[src/common/eeprom_slave_consts.vh]
`ifndef EEPROM_SLAVE_CONSTS_VH
`define EEPROM_SLAVE_CONSTS_VH
// Select byte fields
`define DEV_TYPE 4'hA
`define CHIP_ENABLE 3'h0
// Address map
`define TAG_BASE 16'h1000
`define SCT_BASE 16'h1800
`define SYS_BASE 16'h1900
`define PWD_BASE 16'h1900
`define PWD_END 16'h1903
`define RPWD_BASE 16'h1904
`define RPWD_END 16'h1907
`define PINCFG_ADDR 16'h1908
`define LOCKB_BASE 16'h1910
`define LOCKB_END 16'h191F
`define UID_BASE 16'h1940
`define UID_END 16'h1948
`define SYS_END 16'h195F
// Reset values, field positions and sizes
`define PINCFG_RST 8'h00
`define PWD_RST 8'h00
`define ACT_MODE_BIT 7
`define PAGE_BYTES 7'h40
`define FIFO_DEPTH 2'h2
`endif

[src/hdl/dual_port_eeprom_serial_slave.v]
// Contract
// - Mode bit 1: pull activity low for whole RF internal write.
// - Mode bit 1: activity released while serial writes execute.
// - Mode bit 0: pull low from RF frame start to command end.
// - Mode bit 0, bad RF command: low only until its CRC arrives.
// - Field loss releases the activity output at once.
// - Mode bit 0: activity released while any serial command executes.
// - Write select A0h, read A1h; data below 1000h; 1 to 64 bytes.
// - Unauthenticated 4-byte password write authenticates; mismatch gets no ack.
// - Locked data, tag or security area: no ack, no write cycle.
// - System area writes acked only when authenticated, else no cycle.
// - Identifier and internal areas: always no ack, nothing changes.
// - Unassigned area writes acked but store nothing.
// - Start is data falling with clock high; ignored during write cycle.
// - Stop is data rising with clock high; after read gives standby.
// - Receiver pulls data low in ninth clock to acknowledge.
// - Data sampled on rising clock; master changes it while clock low.
// - Select byte 1010b, chip enable 000b, then read bit; else standby.
// - Two address bytes then data, acked only when lock clear.
// - Write cycle starts only on stop right after an ack slot.
// - Page write: up to 63 more bytes, all written after stop.
// - Only low six address bits count, wrapping inside the page.
// - Select byte not acked during write cycle, acked afterwards.
// - Unauthenticated after reset; authenticated until reset or de-authentication.
// - Unauthenticated password read: no ack, ones; completed read de-authenticates.
// - Pin configuration bit 7 picks write-progress (1) or busy (0).
`include "eeprom_slave_consts.vh"
`default_nettype none
module dual_port_eeprom_serial_slave (
  input wire i_sys_clk,
  input wire i_rst,
  input wire i_scl,
  input wire i_sda,
  output wire o_sda,
  output wire o_sda_oe,
  input wire i_data_area_write_lock,
  input wire i_tag_area_write_lock,
  input wire i_security_area_write_lock,
  input wire i_rf_write_active,
  input wire i_rf_cmd_active,
  input wire i_rf_cmd_bad,
  input wire i_field_present,
  output wire o_rf_activity_output,
  output wire o_rf_activity_output_oe,
  output wire o_mem_wr_valid,
  output wire [15:0] o_mem_wr_addr,
  output wire [7:0] o_mem_wr_data,
  input wire i_mem_wr_ready,
  output wire [15:0] o_rd_addr,
  input wire [7:0] i_rd_data,
  output wire o_authenticated,
  output wire o_write_cycle_busy,
  output wire o_activity_mode
);
  localparam ST_IDLE = 2'd0;
  localparam ST_RX = 2'd1;
  localparam ST_TX = 2'd2;
  localparam ST_WCYC = 2'd3;
  localparam K_SEL = 2'd0;
  localparam K_AHI = 2'd1;
  localparam K_ALO = 2'd2;
  localparam K_DATA = 2'd3;
  localparam C_DATA = 3'd0;
  localparam C_TAG = 3'd1;
  localparam C_SCT = 3'd2;
  localparam C_SYS = 3'd3;
  localparam C_PWD = 3'd4;
  localparam C_RO = 3'd5;
  localparam C_NULL = 3'd6;

  function [2:0] area_class;
    input [15:0] a;
    begin
      if (a < `TAG_BASE)
        area_class = C_DATA;
      else if (a < `SCT_BASE)
        area_class = C_TAG;
      else if (a < `SYS_BASE)
        area_class = C_SCT;
      else if (a <= `PWD_END)
        area_class = C_PWD;
      else if (a <= `PINCFG_ADDR)
        area_class = C_SYS;
      else if (a >= `LOCKB_BASE && a <= `LOCKB_END)
        area_class = C_SYS;
      else if (a <= `SYS_END)
        area_class = C_RO;
      else
        area_class = C_NULL;
    end
  endfunction

  function in_pwd;
    input [15:0] a;
    begin
      in_pwd = ((a & 16'hFFFC) == `PWD_BASE);
    end
  endfunction

  reg scl_m_r, scl_s_r, scl_d_r, sda_m_r, sda_s_r, sda_d_r;
  reg [1:0] st_r, kind_r;
  reg [3:0] bit_cnt_r;
  reg [7:0] sh_r;
  reg drive_r, rd_mode_r, wr_ok_r, store_r, auth_try_r, match_r, tx_nack_r;
  reg [6:0] nbytes_r, dr_idx_r;
  reg [15:0] addr_r;
  reg [5:0] start_lo_r;
  reg [7:0] pwd_r [0:3];
  reg [7:0] pin_cfg_r;
  reg auth_r, pwd_rd_r, act_r;
  reg [7:0] buf_r [0:63];
  reg [15:0] f_addr0_r, f_addr1_r;
  reg [7:0] f_data0_r, f_data1_r;
  reg [1:0] fcnt_r;
  integer i;

  wire scl_rise = scl_s_r & ~scl_d_r;
  wire scl_fall = ~scl_s_r & scl_d_r;
  wire start_cond = scl_s_r & scl_d_r & sda_d_r & ~sda_s_r;
  wire stop_cond = scl_s_r & scl_d_r & ~sda_d_r & sda_s_r;
  wire [15:0] new_addr = {addr_r[15:8], sh_r};
  wire [2:0] new_cls = area_class(new_addr);
  wire [6:0] wr_count = (nbytes_r > `PAGE_BYTES) ? `PAGE_BYTES : nbytes_r;
  wire [5:0] dr_lo = start_lo_r + dr_idx_r[5:0];
  wire [15:0] dr_addr = {addr_r[15:6], dr_lo};
  wire push = (st_r == ST_WCYC) && (dr_idx_r < wr_count) && (fcnt_r != `FIFO_DEPTH);
  wire pop = (fcnt_r != 2'h0) && i_mem_wr_ready;
  wire buf_we = (st_r == ST_RX) && scl_fall && (bit_cnt_r == 4'h8) &&
    (kind_r == K_DATA) && wr_ok_r && !start_cond && !stop_cond;
  wire [7:0] rd_byte = pwd_rd_r ? pwd_r[addr_r[1:0]] : i_rd_data;
  wire mode_wip = pin_cfg_r[`ACT_MODE_BIT];
  reg lock_hit;
  reg ack_ok;

  // Ack decision for the low address byte
  always @*
  begin
    lock_hit = 1'b0;
    ack_ok = 1'b0;
    case (new_cls)
      C_DATA: lock_hit = i_data_area_write_lock;
      C_TAG: lock_hit = i_tag_area_write_lock;
      C_SCT: lock_hit = i_security_area_write_lock;
      default: lock_hit = 1'b0;
    endcase
    case (new_cls)
      C_DATA, C_TAG, C_SCT: ack_ok = ~lock_hit;
      C_SYS: ack_ok = auth_r;
      C_PWD: ack_ok = auth_r | (new_addr == `PWD_BASE);
      C_RO: ack_ok = 1'b0;
      default: ack_ok = 1'b1;
    endcase
  end

  // Two flops on the bus pins before any logic looks at them
  always @(posedge i_sys_clk or posedge i_rst)
  begin
    if (i_rst)
    begin
      scl_m_r <= 1'b1;
      scl_s_r <= 1'b1;
      scl_d_r <= 1'b1;
      sda_m_r <= 1'b1;
      sda_s_r <= 1'b1;
      sda_d_r <= 1'b1;
    end
    else
    begin
      scl_m_r <= i_scl;
      scl_s_r <= scl_m_r;
      scl_d_r <= scl_s_r;
      sda_m_r <= i_sda;
      sda_s_r <= sda_m_r;
      sda_d_r <= sda_s_r;
    end
  end

  // Page buffer holds only the latest byte per page slot
  always @(posedge i_sys_clk)
  begin
    if (buf_we)
      buf_r[addr_r[5:0]] <= sh_r;
  end

  always @(posedge i_sys_clk or posedge i_rst)
  begin
    if (i_rst)
    begin
      st_r <= ST_IDLE;
      kind_r <= K_SEL;
      bit_cnt_r <= 4'h0;
      sh_r <= 8'h00;
      drive_r <= 1'b0;
      rd_mode_r <= 1'b0;
      wr_ok_r <= 1'b0;
      store_r <= 1'b0;
      auth_try_r <= 1'b0;
      match_r <= 1'b0;
      tx_nack_r <= 1'b0;
      nbytes_r <= 7'h00;
      dr_idx_r <= 7'h00;
      addr_r <= 16'h0000;
      start_lo_r <= 6'h00;
      for (i = 0; i < 4; i = i + 1)
        pwd_r[i] <= `PWD_RST;
      pin_cfg_r <= `PINCFG_RST;
      auth_r <= 1'b0;
      pwd_rd_r <= 1'b0;
    end
    else
    begin
      case (st_r)
        ST_IDLE:
        begin
          drive_r <= 1'b0;
          if (start_cond)
          begin
            st_r <= ST_RX;
            kind_r <= K_SEL;
            bit_cnt_r <= 4'h0;
          end
        end
        ST_RX, ST_TX:
        begin
          if (stop_cond)
          begin
            drive_r <= 1'b0;
            st_r <= ST_IDLE;
            if (st_r == ST_TX && pwd_rd_r)
              auth_r <= 1'b0;
            pwd_rd_r <= 1'b0;
            // The stop's own clock rise has already counted one bit
            if (st_r == ST_RX && kind_r == K_DATA && bit_cnt_r == 4'h1 &&
                wr_ok_r && nbytes_r != 7'h00)
            begin
              if (auth_try_r)
              begin
                if (match_r && nbytes_r == 7'h04)
                  auth_r <= 1'b1;
              end
              else if (store_r)
              begin
                st_r <= ST_WCYC;
                dr_idx_r <= 7'h00;
              end
            end
          end
          else if (start_cond)
          begin
            drive_r <= 1'b0;
            st_r <= ST_RX;
            kind_r <= K_SEL;
            bit_cnt_r <= 4'h0;
            pwd_rd_r <= 1'b0;
          end
          else if (st_r == ST_RX && scl_rise)
          begin
            if (bit_cnt_r < 4'h8)
            begin
              sh_r <= {sh_r[6:0], sda_s_r};
              bit_cnt_r <= bit_cnt_r + 4'h1;
            end
          end
          else if (st_r == ST_RX && scl_fall && bit_cnt_r == 4'h8)
          begin
            bit_cnt_r <= 4'h9;
            case (kind_r)
              K_SEL:
              begin
                if (sh_r[7:4] != `DEV_TYPE || sh_r[3:1] != `CHIP_ENABLE)
                  st_r <= ST_IDLE;
                else if (sh_r[0] && in_pwd(addr_r) && !auth_r)
                  st_r <= ST_IDLE;
                else
                begin
                  drive_r <= 1'b1;
                  rd_mode_r <= sh_r[0];
                  pwd_rd_r <= sh_r[0] & in_pwd(addr_r);
                end
              end
              K_AHI:
              begin
                addr_r[15:8] <= sh_r;
                drive_r <= 1'b1;
              end
              K_ALO:
              begin
                addr_r[7:0] <= sh_r;
                start_lo_r <= sh_r[5:0];
                drive_r <= ack_ok;
                wr_ok_r <= ack_ok;
                auth_try_r <= (new_cls == C_PWD) && !auth_r;
                store_r <= (new_cls != C_NULL) && !((new_cls == C_PWD) && !auth_r);
                match_r <= 1'b1;
                nbytes_r <= 7'h00;
              end
              default:
              begin
                if (!wr_ok_r)
                  drive_r <= 1'b0;
                else
                begin
                  addr_r[5:0] <= addr_r[5:0] + 6'h01;
                  if (nbytes_r != 7'h7F)
                    nbytes_r <= nbytes_r + 7'h01;
                  if (auth_try_r)
                  begin
                    match_r <= match_r && nbytes_r < 7'h04 &&
                      sh_r == pwd_r[nbytes_r[1:0]];
                    drive_r <= match_r && nbytes_r < 7'h04 &&
                      sh_r == pwd_r[nbytes_r[1:0]];
                  end
                  else
                    drive_r <= 1'b1;
                end
              end
            endcase
          end
          else if (st_r == ST_RX && scl_fall && bit_cnt_r == 4'h9)
          begin
            bit_cnt_r <= 4'h0;
            drive_r <= 1'b0;
            if (kind_r == K_SEL && rd_mode_r)
            begin
              st_r <= ST_TX;
              sh_r <= rd_byte;
              drive_r <= ~rd_byte[7];
              tx_nack_r <= 1'b0;
            end
            else if (kind_r != K_DATA)
              kind_r <= kind_r + 2'd1;
          end
          else if (st_r == ST_TX && scl_rise)
          begin
            if (bit_cnt_r == 4'h8)
              tx_nack_r <= sda_s_r;
            if (bit_cnt_r < 4'h9)
              bit_cnt_r <= bit_cnt_r + 4'h1;
          end
          else if (st_r == ST_TX && scl_fall)
          begin
            if (bit_cnt_r < 4'h8)
            begin
              sh_r <= {sh_r[6:0], 1'b1};
              drive_r <= ~sh_r[6];
            end
            else if (bit_cnt_r == 4'h8)
            begin
              drive_r <= 1'b0;
              addr_r <= addr_r + 16'h0001;
            end
            // Stay until the stop so a password read can close the session
            else if (tx_nack_r)
              drive_r <= 1'b0;
            else
            begin
              bit_cnt_r <= 4'h0;
              sh_r <= rd_byte;
              drive_r <= ~rd_byte[7];
            end
          end
        end
        default:
        begin
          // Bus ignored until every byte has left the buffer
          drive_r <= 1'b0;
          if (push)
          begin
            dr_idx_r <= dr_idx_r + 7'h01;
            if (dr_addr == `PINCFG_ADDR)
              pin_cfg_r <= buf_r[dr_lo];
            if (in_pwd(dr_addr))
              pwd_r[dr_addr[1:0]] <= buf_r[dr_lo];
          end
          else if (dr_idx_r >= wr_count && fcnt_r == 2'h0)
            st_r <= ST_IDLE;
        end
      endcase
    end
  end

  // Two-entry shift buffer toward the array; head always in entry 0
  always @(posedge i_sys_clk or posedge i_rst)
  begin
    if (i_rst)
    begin
      fcnt_r <= 2'h0;
      f_addr0_r <= 16'h0000;
      f_addr1_r <= 16'h0000;
      f_data0_r <= 8'h00;
      f_data1_r <= 8'h00;
    end
    else
    begin
      if (push && !pop)
      begin
        if (fcnt_r == 2'h0)
        begin
          f_addr0_r <= dr_addr;
          f_data0_r <= buf_r[dr_lo];
        end
        else
        begin
          f_addr1_r <= dr_addr;
          f_data1_r <= buf_r[dr_lo];
        end
        fcnt_r <= fcnt_r + 2'h1;
      end
      else if (pop && !push)
      begin
        f_addr0_r <= f_addr1_r;
        f_data0_r <= f_data1_r;
        fcnt_r <= fcnt_r - 2'h1;
      end
      else if (push && pop)
      begin
        if (fcnt_r == 2'h1)
        begin
          f_addr0_r <= dr_addr;
          f_data0_r <= buf_r[dr_lo];
        end
        else
        begin
          f_addr0_r <= f_addr1_r;
          f_data0_r <= f_data1_r;
          f_addr1_r <= dr_addr;
          f_data1_r <= buf_r[dr_lo];
        end
      end
    end
  end

  // Any serial activity releases the pin so the master never sees its own traffic
  always @(posedge i_sys_clk or posedge i_rst)
  begin
    if (i_rst)
      act_r <= 1'b0;
    else if (!i_field_present || st_r != ST_IDLE)
      act_r <= 1'b0;
    else if (mode_wip)
      act_r <= i_rf_write_active;
    else
      act_r <= i_rf_cmd_active & ~i_rf_cmd_bad;
  end

  assign o_rf_activity_output = 1'b0;
  assign o_rf_activity_output_oe = act_r;
  assign o_sda = 1'b0;
  assign o_sda_oe = drive_r;
  assign o_mem_wr_valid = (fcnt_r != 2'h0);
  assign o_mem_wr_addr = f_addr0_r;
  assign o_mem_wr_data = f_data0_r;
  assign o_rd_addr = addr_r;
  assign o_authenticated = auth_r;
  assign o_write_cycle_busy = (st_r == ST_WCYC);
  assign o_activity_mode = mode_wip;
endmodule
`default_nettype wire

[config.mk]
export PLATFORM = sky130hd
export DESIGN_NAME = dual_port_eeprom_serial_slave
export DESIGN_NICKNAME = d
export VERILOG_FILES = /design/src/hdl/dual_port_eeprom_serial_slave.v
export VERILOG_INCLUDE_DIRS = /design/src /design/src/common
export SDC_FILE = /design/constraint.sdc
export NUM_CORES = 1
export LEC_CHECK = 0
export BUFFER_PORTS_ARGS = -buffer_cell sky130_fd_sc_hd__buf_4
export CAP_MARGIN = 20
export CORE_UTILIZATION = 25
export CTS_CLUSTER_DIAMETER = 200
export CTS_CLUSTER_SIZE = 25
export DETAILED_ROUTE_END_ITERATION = 6
export SKIP_CTS_REPAIR_TIMING = 1
export SLEW_MARGIN = 20
export SYNTH_ARGS = -nofsm -noshare
export SYNTH_HDL_FRONTEND = slang
export SYNTH_SLANG_ARGS = --single-unit
[constraint.sdc]
create_clock -name i_sys_clk -period 5.9 [get_ports i_sys_clk]
set_input_delay 0.59 -clock i_sys_clk [delete_from_list [all_inputs] [get_ports i_sys_clk]]
set_output_delay 0.59 -clock i_sys_clk [all_outputs]
set_load 0.005 [all_outputs]
==> key figures <==
Run status
  • Outcome: complete, no violations

Worst setup path
  • Slowest stage delay, CP: ~0.74 ns
  • Crit-path cells: inv_1, ha_1, nand3b_1, nand2_1, nand2_1, ha_1, nor2b_1, o21ai_0, a21oi_1, or3_1, clkinv_1, ha_1, nor4b_1, a21oi_4, mux2_2
  • Slowest-stage cell, CP: a21oi_4
  • Crit end category: register
  • Critical Path AT: between 4 and 5 ns
  • Worst path required time: approximately 6.4 ns
  • Critical register-to-register path startpoint: nbytes_r[0]
  • Crit-path most repeated cell: ha_1
  • CP Launch Type: register
  • Crit path from: nbytes_r[0]
  • Critical path class: reg -> reg
  • CP Max Fanout: 33
  • WP buf/inv: 2
  • Top delay family on crit path: compound AO/OA/AOI/OAI gates

CTS
  • Clock buffer count from CTS: 30
  • Clk pin slew, worst setup/hold paths: about 0.11 ns
  • H-tree depth: 1
  • Maximum clock path buffer count: 3
  • TritonCTS clock tree: yes
  • Clock net sink count: between 600 and 700
  • Root Driver: clkbuf_16
  • Clk_lat worst skew: between 0.6 and 0.7 ns

GRT
  • First-pass GRT wire length: 104,000 um
  • GRT Overall Usage: a little under an eighth
  • Vias in the first global route: roughly 16,000
  • Global route overflow: 0
  • Initial antenna violation count: 0
  • Largest net degree at the start of global routing: 97

Logic synthesis
  • Post-Synth Simple-Gate Area: under 10%
  • Ys flop type: edfxtp_1
  • Number of flops mapped to enable cells by yosys: 512
  • Cell count after synthesis: 1,833
  • Register area share after synthesis: 67.1%
  • FF+latch count, synth: around 660
  • Area share of fa/ha/maj cells after synthesis: around 1.6%
  • Synth Area in XOR/XNOR: less than 1%
  • Complex-gate fraction of the synthesized area: under 10%
  • Yosys warnings: 0
  • Avg Cell Area, Syn: ~16 um^2
  • Unique masters post-synth: 76
  • Mapped Area: approximately 29,000 um^2
  • Mux cell area share after synthesis: 15.2%
  • Asr flop ratio synth: between 20 and 25%
  • Largest family of logic cells by synthesized area: multiplexers

STA
  • Hold Fails Final Rpt: 0
  • Final period util: between 70 and 80%
  • Unrepaired setup endpoints after global routing: false
  • Worst Tran Pin Value: between 1 and 1.5 ns
  • Hold slack: roughly 0.070 ns
  • Setup TNS: 0 ns
  • Slew HR: 22.3%
  • Setup violators final: 0
  • Final Slew Violations: 0
  • Worst clock skew: approximately 0.029 ns
  • Fmax achieved: between 200 and 250 MHz
  • Crit path time final: between 4 and 5 ns

Die
  • Initial Util: ~25%
  • Die Footprint: about 120,000 um^2
  • Die height: approximately 340 um
  • Core box area: roughly 110,000 um^2
  • Ports: 68
  • Core Rows: 123
  • Die width: approximately 340 um

Drt
  • Pre-Repair DR Iteration Count: 5
  • Routed via count: around 16,000
  • Via density: 4.69
  • First DRT Iteration DRCs: 1,384
  • Antenna viol nets, final: 0
  • Drt drc: 0
  • DRT Wirelength: 68,500 um
  • Routed length per instance: 20.3 um

Placement
  • Final HPWL DP: 44,100 um
  • Buffers added on ports: 65
  • RePlAce Congestion: roughly 0.85

Layout
  • Fraction of layout cells with a size suffix above 1: 18.2%
  • Sequential Area: between 15,000 and 20,000 um^2
  • Final nets: around 1,900
  • Area Overhead vs Synth: 11.1%
  • # fillers: roughly 11,000
  • N_diodes: 0
  • Area of the multi-input gates: just under 9000 um^2

Min path
  • Min-delay worst type: in -> reg
  • Worst hold start: i_scl

Pwr
  • Max IR drop VDD: 0.222 mV
  • Clk pwr share: roughly a quarter
  • Final Total Pwr: 9.41 mW
  • Leak Pwr: 10.7 nW
  • Switching share of total power: a little over a quarter
  • Total internal power: 6.86 mW
  • Psw: around 2.5 mW
  • Sequential Power Share: between 60% and 70%
  • Comb power frac: 13.4%
  • Pwr per Cell Area: 297 nW/um^2

Flow run
  • MaxCap Viol Count: 0
==> per-stage QoR <==
step / util (%) / instances / instance area, um^2 / setup slack (ns)
after floorplan: - / 1834 / 28500 / 1.26
after global placement: 27.3 / 3329 / 30800 / 1.53
after detailed placement: 27.3 / 3329 / 30800 / 1.51
after CTS: 28.1 / 3384 / 31700 / 1.50
after global routing: 28.1 / 3384 / 31700 / 1.19
final: 28.1 / 3384 / 31700 / 1.50
==> per-layer routing <==
metal / part of all wire [%] / global-route usage (%) / vias to the layer above
li1: - / - / 7114
met1: 44 / 16.3 / 8245
met2: 49 / 19.6 / 449
met3: 5.1 / 1.36 / 69
met4: 1.6 / 2.19 / 0
met5: 0 / 0 / -
==> synth_stat cells (5+ instances only) <==
library cell | count | area share (%)
nand3b_1 | 8 | 0.21
xor2_1 | 11 | 0.34
o21ai_1 | 10 | 0.18
a31oi_1 | 7 | 0.15
a211oi_1 | 17 | 0.45
nand2_1 | 149 | 2.0
dfrtp_1 | 145 | 13
a32oi_1 | 9 | 0.28
buf_2 | 22 | 0.39
nor3b_1 | 5 | 0.13
a21oi_1 | 62 | 1.1
mux4_1 | 5 | 0.46
and3_1 | 8 | 0.18
dfstp_2 | 6 | 0.55
mux2_2 | 43 | 1.7
nor2_1 | 138 | 1.8
a21o_1 | 6 | 0.16
o21ai_0 | 128 | 2.2
ha_1 | 35 | 1.5
mux4_2 | 139 | 11
nand2b_1 | 5 | 0.11
mux2i_1 | 58 | 2.0
xnor2_1 | 15 | 0.46
nor3_1 | 23 | 0.40
and2_1 | 5 | 0.11
or3_1 | 5 | 0.11
nand4_1 | 23 | 0.50
nor2b_1 | 25 | 0.55
clkbuf_1 | 63 | 0.83
inv_1 | 29 | 0.38
o211ai_1 | 9 | 0.24
edfxtp_1 | 512 | 54
buf_1 | 5 | 0.066
nand3_1 | 29 | 0.51
==> worst paths after layout <==
check | endpoint | slack, ns | cells past startpoint
worst max-delay path | f_addr1_r[1] | 1.50 | 15
worst max register to register | f_addr1_r[1] | 1.50 | 15
min in group asynchronous | bit_cnt_r[1] | 0.10 | 2
worst min-delay path | scl_m_r | 0.07 | 1
max in group asynchronous | f_addr1_r[5] | 4.52 | 3
worst min register to register | scl_s_r | 0.37 | 0
==> registers in the layout, summed over array words and instances, names as in the netlist, 2 cells and up <==
name           count
bit_cnt_r          4
f_addr1_r         16
fcnt_r             2
kind_r             2
start_lo_r         6
o_mem_wr_addr     16
buf_r            512
f_data1_r          8
sh_r               8
nbytes_r           7
dr_idx_r           7
pwd_r             32
o_mem_wr_data      8
st_r               2
o_rd_addr         16
==> cells by family (layout without fill, tap and decap cells) <==
| family | Yosys count | after routing |
|---|---|---|
| other cells | 1 | 2 |
| xor+xnor | 29 | 29 |
| fa+ha+maj | 36 | 36 |
| mux | 246 | 246 |
| compound gates | 282 | 282 |
| flops | 663 | 663 |
| simple gates | 447 | 447 |
| buf+inv | 129 | 179 |
==> area by class of cell <==
| cell class | count | share of cell area [%] |
|---|---|---|
| sequential | 663 | 60.5 |
| inverter | 30 | 0.371 |
| clock buffer | 54 | 2.72 |
| timing repair buffer | 94 | 2.42 |
| tap | 1500 | 5.92 |
| multi-input combinational | 1042 | 28.1 |
| clock inverter | 1 | 0.0513 |
==> power by group through the flow <==
| stage | logic [mW] | registers, mW | clock network, mW |
|---|---|---|---|
| after CTS | 1.28 | 5.72 | 2.50 |
| after floorplan | 0.525 | 5.94 | 0 |
| after global placement | 1.25 | 5.82 | 0 |
| after detailed placement | 1.28 | 5.82 | 0 |
| final | 1.26 | 5.71 | 2.44 |
| after global routing | 1.37 | 5.73 | 2.64 |
==> placed cells by master, fill, tap and decap left out, types with 9 or more instances in the layout <==
cell type / count
edfxtp_1: 512
nand2_1: 149
mux4_2: 139
nor2_1: 138
dfrtp_1: 137
o21ai_0: 128
buf_4: 89
a21oi_1: 59
mux2i_1: 58
mux2_2: 43
ha_1: 34
clkbuf_16: 31
nand3_1: 29
inv_1: 28
nor2b_1: 25
nand4_1: 23
nor3_1: 23
clkbuf_1: 23
a211oi_1: 17
xnor2_1: 13
xor2_1: 11
o21ai_1: 10
a32oi_1: 9
o211ai_1: 9
No activity file was read; power rests on OpenSTA's default activity.
